File: src/include/bpsp_regs.svh
// Register map, field positions and reset values of the buffered port.
// Assumes inclusion by bare name from the design and bench files.
`ifndef BPSP_REGS_SVH
`define BPSP_REGS_SVH

`define BPSP_ADDR_W        4
`define BPSP_A_MODE        4'h0
`define BPSP_A_STAT_LOW    4'h1
`define BPSP_A_STAT_HIGH   4'h2
`define BPSP_A_OUT_BASE    4'h4
`define BPSP_A_IN_BASE     4'h8
`define BPSP_INC_LSB       0
`define BPSP_IRQ_LSB       2
`define BPSP_MODE_RESET    8'h00
`define BPSP_INC_BUFFERED  2'h3
`define BPSP_IRQ_EVERY     2'h1
`define BPSP_IRQ_FOURTH    2'h3
`define BPSP_UFLOW_BIT     6
`define BPSP_ALLEMPTY_BIT  7
`define BPSP_OVFLOW_BIT    6
`define BPSP_ALLFULL_BIT   7
`define BPSP_LAST_BUF      2'h3
`define BPSP_FIRST_BUF     2'h0

`endif

File: src/include/bpsp_pkg.sv
// Types shared by the buffered port and its write FIFO.
// Assumes the register header is compiled alongside.
package bpsp_pkg;

  typedef struct packed {
    logic       rd;
    logic       wr;
    logic [7:0] data;
  } bpsp_strobe_type;

  typedef struct packed {
    logic [1:0] ptr;
    logic [7:0] data;
  } bpsp_word_type;

  typedef enum logic [0:0] {
    BPSP_IDLE   = 1'b0,
    BPSP_ACTIVE = 1'b1
  } bpsp_state_type;

endpackage

File: src/design/bpsp_fifo.sv
// Small FIFO with valid/ready on both sides.
// Assumes one clock, synchronous active-high reset, clock enable.
`timescale 1ns/1ps

module bpsp_fifo #(
  parameter int WIDTH = 10,
  parameter int DEPTH = 4
) (
  input  wire logic             clk_sys,
  input  wire logic             reset,
  input  wire logic             clk_en,
  input  wire logic             in_valid,
  output logic                  in_ready,
  input  wire logic [WIDTH-1:0] in_data,
  output logic                  out_valid,
  input  wire logic             out_ready,
  output logic      [WIDTH-1:0] out_data
);
  localparam int AW = $clog2(DEPTH);

  logic [WIDTH-1:0] mem [DEPTH];
  logic [AW-1:0]    wptr;
  logic [AW-1:0]    rptr;
  logic [AW:0]      count;
  wire              push = in_valid && in_ready;
  wire              pop  = out_valid && out_ready;

  assign in_ready  = (count != (AW+1)'(DEPTH));
  assign out_valid = (count != '0);
  assign out_data  = mem[rptr];

  always_ff @(posedge clk_sys) begin
    if (reset) begin
      wptr  <= '0;
      rptr  <= '0;
      count <= '0;
    end else if (clk_en) begin
      if (push) begin
        mem[wptr] <= in_data;
        wptr      <= (wptr == AW'(DEPTH-1)) ? '0 : wptr + 1'b1;
      end
      if (pop)
        rptr <= (rptr == AW'(DEPTH-1)) ? '0 : rptr + 1'b1;
      count <= count + (AW+1)'(push) - (AW+1)'(pop);
    end
  end
endmodule

File: src/design/bpsp_port.sv
// Buffered slave parallel port: four read and four write byte buffers.
// Assumes strobes synchronous to clk_sys, one cycle each.
`timescale 1ns/1ps
`include "bpsp_regs.svh"

module bpsp_port (
  input  wire logic                      clk_sys,
  input  wire logic                      reset,
  input  wire logic                      clk_en,
  input  wire logic [`BPSP_ADDR_W-1:0]   reg_addr,
  input  wire logic [7:0]                reg_wdata,
  input  wire logic                      reg_wr,
  input  wire logic                      reg_rd,
  output logic      [7:0]                reg_rdata,
  input  wire logic                      port_chip_select,
  input  wire logic                      port_read_strobe,
  input  wire logic                      port_write_strobe,
  input  wire logic [7:0]                port_data_in,
  output logic      [7:0]                port_data_out,
  output logic                           port_data_oe,
  output logic                           port_interrupt_flag,
  output logic                           fifo_stall
);

  ////////////////////////////////////////////////////////////////////////
  // Registers

  logic [7:0]           port_mode_high_reg;
  logic [7:0]           output_buffer [4];
  logic [7:0]           input_buffer [4];
  logic [3:0]           out_buf_empty_bit;
  logic [3:0]           in_buf_full_bit;
  logic                 out_buf_underflow_flag;
  logic                 in_buf_overflow_flag;
  logic [1:0]           rd_ptr;
  logic [1:0]           wr_ptr;
  bpsp_pkg::bpsp_state_type state;

  ////////////////////////////////////////////////////////////////////////
  // Decode

  wire [1:0] increment_mode_field =
    port_mode_high_reg[`BPSP_INC_LSB +: 2];
  wire [1:0] interrupt_mode_field =
    port_mode_high_reg[`BPSP_IRQ_LSB +: 2];
  wire       buffered_on =
    (increment_mode_field == `BPSP_INC_BUFFERED);

  bpsp_pkg::bpsp_strobe_type strobe;
  assign strobe.rd   = port_chip_select && port_read_strobe;
  assign strobe.wr   = port_chip_select && port_write_strobe;
  assign strobe.data = port_data_in;

  wire bus_rd = buffered_on && strobe.rd;
  wire bus_wr = buffered_on && strobe.wr;

  wire       reg_hit_out = reg_addr[3:2] == 2'(`BPSP_A_OUT_BASE >> 2);
  wire       reg_hit_in  = reg_addr[3:2] == 2'(`BPSP_A_IN_BASE >> 2);
  wire [1:0] reg_idx     = reg_addr[1:0];

  wire all_out_empty_flag = &out_buf_empty_bit;
  wire all_in_full_flag   = &in_buf_full_bit;

  wire [7:0] port_status_low_reg  = {all_out_empty_flag,
    out_buf_underflow_flag, 2'h0, out_buf_empty_bit};
  wire [7:0] port_status_high_reg = {all_in_full_flag,
    in_buf_overflow_flag, 2'h0, in_buf_full_bit};

  ////////////////////////////////////////////////////////////////////////
  // Write FIFO between port strobes and input buffers

  bpsp_pkg::bpsp_word_type fifo_in;
  bpsp_pkg::bpsp_word_type fifo_out;
  logic                    fifo_in_ready;
  logic                    fifo_out_valid;

  assign fifo_in.ptr  = wr_ptr;
  assign fifo_in.data = strobe.data;

  bpsp_fifo #(
    .WIDTH ($bits(bpsp_pkg::bpsp_word_type)),
    .DEPTH (4)
  ) bpsp_fifo_inst (
    .clk_sys   (clk_sys),
    .reset     (reset),
    .clk_en    (clk_en),
    .in_valid  (bus_wr),
    .in_ready  (fifo_in_ready),
    .in_data   (fifo_in),
    .out_valid (fifo_out_valid),
    .out_ready (1'b1),
    .out_data  (fifo_out)
  );

  wire       drain     = fifo_out_valid;
  wire [1:0] drain_ptr = fifo_out.ptr;
  wire       drain_ovf = drain && in_buf_full_bit[drain_ptr];
  wire       sw_in_rd  = reg_rd && reg_hit_in;

  ////////////////////////////////////////////////////////////////////////
  // Pointers wrap at buffer 3

  wire [1:0] next_rd_ptr = (rd_ptr == `BPSP_LAST_BUF) ?
    `BPSP_FIRST_BUF : rd_ptr + 2'h1;
  wire [1:0] next_wr_ptr = (wr_ptr == `BPSP_LAST_BUF) ?
    `BPSP_FIRST_BUF : wr_ptr + 2'h1;

  wire irq_every  = interrupt_mode_field == `BPSP_IRQ_EVERY;
  wire irq_fourth = interrupt_mode_field == `BPSP_IRQ_FOURTH;
  wire next_irq   = (irq_every && (bus_rd || bus_wr)) ||
    (irq_fourth && ((bus_rd && rd_ptr == `BPSP_LAST_BUF) ||
                    (bus_wr && wr_ptr == `BPSP_LAST_BUF)));

  ////////////////////////////////////////////////////////////////////////
  // Mode state and pointers

  always_ff @(posedge clk_sys) begin
    if (reset) begin
      state  <= bpsp_pkg::BPSP_IDLE;
      rd_ptr <= `BPSP_FIRST_BUF;
      wr_ptr <= `BPSP_FIRST_BUF;
    end else if (clk_en) begin
      unique case (state)
        bpsp_pkg::BPSP_IDLE: begin
          if (buffered_on)
            state <= bpsp_pkg::BPSP_ACTIVE;
          if (bus_rd)
            rd_ptr <= next_rd_ptr;
          if (bus_wr && fifo_in_ready)
            wr_ptr <= next_wr_ptr;
        end
        bpsp_pkg::BPSP_ACTIVE: begin
          if (!buffered_on) begin
            state  <= bpsp_pkg::BPSP_IDLE;
            rd_ptr <= `BPSP_FIRST_BUF;
            wr_ptr <= `BPSP_FIRST_BUF;
          end
          if (bus_rd)
            rd_ptr <= next_rd_ptr;
          if (bus_wr && fifo_in_ready)
            wr_ptr <= next_wr_ptr;
        end
      endcase
    end
  end

  ////////////////////////////////////////////////////////////////////////
  // Read side: drive byte, empty bits, underflow

  always_ff @(posedge clk_sys) begin
    if (reset) begin
      port_data_out <= 8'h00;
      port_data_oe  <= 1'b0;
    end else if (clk_en) begin
      port_data_oe <= bus_rd;
      if (bus_rd)
        port_data_out <= output_buffer[rd_ptr];
    end
  end

  always_ff @(posedge clk_sys) begin
    if (reset) begin
      out_buf_empty_bit      <= 4'hF;
      out_buf_underflow_flag <= 1'b0;
      for (int i = 0; i < 4; i++)
        output_buffer[i] <= 8'h00;
    end else if (clk_en) begin
      for (int i = 0; i < 4; i++) begin
        if (reg_wr && reg_hit_out && reg_idx == i[1:0]) begin
          output_buffer[i]     <= reg_wdata;
          out_buf_empty_bit[i] <= 1'b0;
        end
        if (bus_rd && rd_ptr == i[1:0])
          out_buf_empty_bit[i] <= 1'b1;
      end
      if (bus_rd && out_buf_empty_bit[rd_ptr])
        out_buf_underflow_flag <= 1'b1;
      else if (reg_wr && reg_addr == `BPSP_A_STAT_LOW &&
               reg_wdata[`BPSP_UFLOW_BIT])
        out_buf_underflow_flag <= 1'b0;
    end
  end

  ////////////////////////////////////////////////////////////////////////
  // Write side: input buffers, full bits, overflow

  always_ff @(posedge clk_sys) begin
    if (reset) begin
      in_buf_full_bit      <= 4'h0;
      in_buf_overflow_flag <= 1'b0;
      for (int i = 0; i < 4; i++)
        input_buffer[i] <= 8'h00;
    end else if (clk_en) begin
      for (int i = 0; i < 4; i++) begin
        if (sw_in_rd && reg_idx == i[1:0])
          in_buf_full_bit[i] <= 1'b0;
        if (drain && drain_ptr == i[1:0]) begin
          in_buf_full_bit[i] <= 1'b1;
          if (!in_buf_full_bit[i])
            input_buffer[i] <= fifo_out.data;
        end
      end
      if (drain_ovf)
        in_buf_overflow_flag <= 1'b1;
      else if (reg_wr && reg_addr == `BPSP_A_STAT_HIGH &&
               reg_wdata[`BPSP_OVFLOW_BIT])
        in_buf_overflow_flag <= 1'b0;
    end
  end

  ////////////////////////////////////////////////////////////////////////
  // Interrupt pulse, stall, mode register and read data

  always_ff @(posedge clk_sys) begin
    if (reset) begin
      port_interrupt_flag <= 1'b0;
      fifo_stall          <= 1'b0;
      port_mode_high_reg  <= `BPSP_MODE_RESET;
    end else if (clk_en) begin
      port_interrupt_flag <= next_irq;
      fifo_stall          <= !fifo_in_ready;
      if (reg_wr && reg_addr == `BPSP_A_MODE)
        port_mode_high_reg <= reg_wdata;
    end
  end

  wire [7:0] rd_mux =
    reg_hit_out                    ? output_buffer[reg_idx] :
    reg_hit_in                     ? input_buffer[reg_idx] :
    reg_addr == `BPSP_A_MODE       ? port_mode_high_reg :
    reg_addr == `BPSP_A_STAT_LOW   ? port_status_low_reg :
    reg_addr == `BPSP_A_STAT_HIGH  ? port_status_high_reg : 8'h00;

  always_ff @(posedge clk_sys) begin
    if (reset)
      reg_rdata <= 8'h00;
    else if (clk_en)
      reg_rdata <= reg_rd ? rd_mux : 8'h00;
  end
endmodule

File: config.mk
export PLATFORM = sky130hd
export DESIGN_NAME = bpsp_port
export DESIGN_NICKNAME = d
export VERILOG_FILES = /design/src/include/bpsp_pkg.sv /design/src/design/bpsp_fifo.sv /design/src/design/bpsp_port.sv
export VERILOG_INCLUDE_DIRS = /design/src /design/src/include
export SDC_FILE = /design/constraint.sdc
export NUM_CORES = 1
export LEC_CHECK = 0
export BUFFER_PORTS_ARGS = -buffer_cell sky130_fd_sc_hd__buf_2
export CAP_MARGIN = 20
export CORE_ASPECT_RATIO = 1.1
export CORE_MARGIN = 5
export CORE_UTILIZATION = 45
export DETAILED_ROUTE_END_ITERATION = 7
export PLACE_DENSITY_LB_ADDON = 0.08
export SLEW_MARGIN = 20
export SYNTH_ARGS = -nofsm -noshare
export SYNTH_HDL_FRONTEND = slang
export SYNTH_HIERARCHICAL = 1
export SYNTH_SLANG_ARGS = --single-unit
File: constraint.sdc
create_clock -name clk_sys -period 7.5 [get_ports clk_sys]
set_input_delay 0.75 -clock clk_sys [delete_from_list [all_inputs] [get_ports clk_sys]]
set_output_delay 0.75 -clock clk_sys [all_outputs]
set_load 0.01 [all_outputs]
==> results.sh <==
export IMPL_status="complete, no violations"
export IMPL_synth_most_common_cell="edfxtp_1"
export IMPL_period_needed_ns=2.766
export IMPL_setup_tns_ns=0
export IMPL_synth_seq_cells=155
export IMPL_finalSetupViolations=0
export IMPL_drt_wl_total_um=16430
export IMPL_crit_fanout=10
export IMPL_combPwrFrac_pct=7.0
export IMPL_synth_cells=559
export IMPL_vias_per_cell=5.596
export IMPL_dr_first_iter_drc_count=301
export IMPL_critPathRequiredTime_ns=7.55
export IMPL_area_delta_synth_final_pct=12.24
export IMPL_async_reset_ff_share_pct=0
export IMPL_largest_reg_flops=40
export IMPL_ys_top_cells_by_area="edfxtp_1, dfxtp_1, mux4_2, and2_1, mux2i_1"
export IMPL_power_internal_mw=1.428
export IMPL_pin_count=47
export IMPL_reg2reg_to="input_buffer[2][1]$_SDFFCE_PN0P_"
export IMPL_syn_area_um2=7227
export IMPL_finalHoldViolations=0
export IMPL_coreArea_um2=15740
export IMPL_fp_dieW_um=130.8
export IMPL_ys_seq_area_share_pct=57.34
export IMPL_setup_worst_path_start_class="flip-flop"
export IMPL_netlist_top_cells_count="edfxtp_1, and2_1, dfxtp_1"
export IMPL_root_buffer="clkbuf_16"
export IMPL_end_kind="flip-flop"
export IMPL_fmax_mhz=361.5
export IMPL_grt_use_total_pct=18.39
export IMPL_regMostFlops="bpsp_fifo_inst/mem"
export IMPL_pwr_share_seq_pct=50.6
export IMPL_synth_top_area_share_pct=43.21
export IMPL_p_sw_uw=470.1
export IMPL_fillers=1443
export IMPL_firstDrtPassIters=5
export IMPL_cts_resized_gates=0
export IMPL_synth_area_per_cell_um2=12.93
export IMPL_reg2reg_slack_ns=4.73
export IMPL_cts_made_buffers=17
export IMPL_ir_worst_vdd_mv=0.1380
export IMPL_die_y_um=142.9
export IMPL_hpwlAfterDp_um=11490
export IMPL_yosys_area_top_type="edfxtp_1"
export IMPL_grt_max_degree=60
export IMPL_layout_nets=642
export IMPL_dieArea_um2=18700
export IMPL_ys_warn_count=6
export IMPL_clockBufferDepth=2
export IMPL_clkTransAtPathRegs_ns=0.07
export IMPL_rows=48
export IMPL_hp_class="reg -> reg"
export IMPL_post_route_drc_count=0
export IMPL_swShare_pct=24.77
export IMPL_rsz0062_at_grt="false"
export IMPL_synth_cell_types=70
export IMPL_clk_latency_ns=0.42
export IMPL_tritoncts="done"
export IMPL_io_buffer_count=46
export IMPL_ff2ff_path_depth=3
export IMPL_reg_top3="bpsp_fifo_inst/mem x40, input_buffer x32, output_buffer x32"
export IMPL_final_max_slew_viol_count=0
export IMPL_drv_cap=0
export IMPL_ys_flop_type="edfxtp_1"
export IMPL_grt_pass1_wl_um=25570
export IMPL_pwr_share_clk_pct=42.5
export IMPL_power_density_nw_per_um2=234.0
export IMPL_start_util_pct=45.93
export IMPL_num_vias=4555
export IMPL_diodes=0
export IMPL_hold_slack_ns=0.4502
export IMPL_postCtsSetupBuffers=0
export IMPL_drive_gt1_share_pct=20.85
export IMPL_arrival_ns=2.82
export IMPL_period_share_pct=36.88
export IMPL_antenna_found_initial=0
export IMPL_skew_ns=0.01046
export IMPL_synth_edff_count=104
export IMPL_p_leak_nw=3.027
export IMPL_grt_overflow_total=0
export IMPL_critPathKind="reg -> reg"
export IMPL_endpoint="input_buffer[2][1]$_SDFFCE_PN0P_"
export IMPL_wl_per_cell_um=20.18
export IMPL_relSlewSlack_pct=34.06
export IMPL_grt_pass1_vias=4515
export IMPL_worst_pin_slew_ns=0.9871
export IMPL_cts_hold_buf=0
export IMPL_cts_sinks=155
export IMPL_ant_nets=0
export IMPL_htree_levels=4
export IMPL_place_gp_congestion=0.8366
==> area by class of cell <==
type / count / area [um^2] / area share [%]
Multi-Input combinational cell: 373 / 2897 / 35.71
Tap cell: 200 / 250.2 / 3.085
Sequential cell: 155 / 4144 / 51.09
Inverter: 6 / 22.52 / 0.2776
Timing Repair Buffer: 48 / 245.2 / 3.023
Clock buffer: 17 / 425.4 / 5.244
Clock inverter: 15 / 127.6 / 1.573
==> placed cells by master (no fill, tap or decap), types with 3 or more instances in the layout <==
cell / count
a21boi_0: 5
a21oi_1: 38
a22oi_1: 8
a311oi_1: 5
and2_1: 70
buf_2: 46
clkbuf_16: 17
clkinvlp_4: 3
dfxtp_1: 51
edfxtp_1: 104
ha_1: 12
inv_1: 6
inv_6: 6
inv_8: 3
mux2_2: 7
mux2i_1: 41
mux4_2: 20
nand2_1: 36
nand2b_1: 5
nand3_1: 6
nand4_1: 6
nor2_1: 29
nor2_2: 4
nor2b_1: 3
o211a_1: 4
o21ai_0: 10
o21bai_1: 7
or3_1: 4
==> critical path, cell delays in order (launching register included) <==
cell and delay [ns]:
dfxtp_1 0.76, mux4_2 0.65, nand3b_1 0.26, o21bai_1 0.71
==> power groups by stage <==
stage | Combinational [mW] | Sequential (mW) | Clock, mW
final | 0.132 | 0.960 | 0.806
after global routing | 0.145 | 0.963 | 0.859
after CTS | 0.134 | 0.960 | 0.819
after detailed placement | 0.133 | 0.978 | 0
after global placement | 0.131 | 0.977 | 0
after floorplan | 0.0989 | 0.969 | 0
==> cells by family after synthesis <==
kind of cell,Yosys count,synth area share [%]
fa+ha+maj,13,2.355
simple gates,190,15.36
other cells,1,0.05189
flops,155,57.34
compound gates,99,9.142
xor+xnor,1,0.1212
mux,68,13.00
buf+inv,32,2.632
==> worst min path at each step <==
| stage | from | to | slack, ns | cells after the start |
|---|---|---|---|---|
| after floorplan | in_buf_overflow_flag$_SDFFE_PP0P_ | in_buf_overflow_flag$_SDFFE_PP0P_ | 0.45 | 2 |
| after global placement | port_data_out[5]$_SDFFE_PP0P_ | port_data_out[5]$_SDFFE_PP0P_ | 0.44 | 2 |
| after detailed placement | port_data_out[5]$_SDFFE_PP0P_ | port_data_out[5]$_SDFFE_PP0P_ | 0.45 | 2 |
| after CTS | port_data_out[5]$_SDFFE_PP0P_ | port_data_out[5]$_SDFFE_PP0P_ | 0.45 | 2 |
| after global routing | port_data_out[7]$_SDFFE_PP0P_ | port_data_out[7]$_SDFFE_PP0P_ | 0.47 | 2 |
| final | port_data_out[2]$_SDFFE_PP0P_ | port_data_out[2]$_SDFFE_PP0P_ | 0.45 | 2 |
==> stage by stage <==
step / cell area [um^2] / instances / setup WS, ns / utilization [%] / power (mW)
floorplan: 7231 / 560 / 4.802 / - / 1.068
global placement: 7559 / 782 / 4.600 / 48.04 / 1.108
detailed placement: 7559 / 782 / 4.500 / 48.04 / 1.111
CTS: 8112 / 814 / 4.643 / 51.55 / 1.913
global route: 8112 / 814 / 4.569 / 51.55 / 1.967
finish: 8112 / 814 / 4.734 / 51.55 / 1.898
==> layer usage <==
layer	part of all wire (%)	track usage [%]	wire [um]
met2	49	29.56	7998
met5	0	0	0
met3	4.8	4.265	782
met1	46	25.25	7500
met4	0.89	4.819	146
Note: power is estimated with default switching activity, not from simulation.
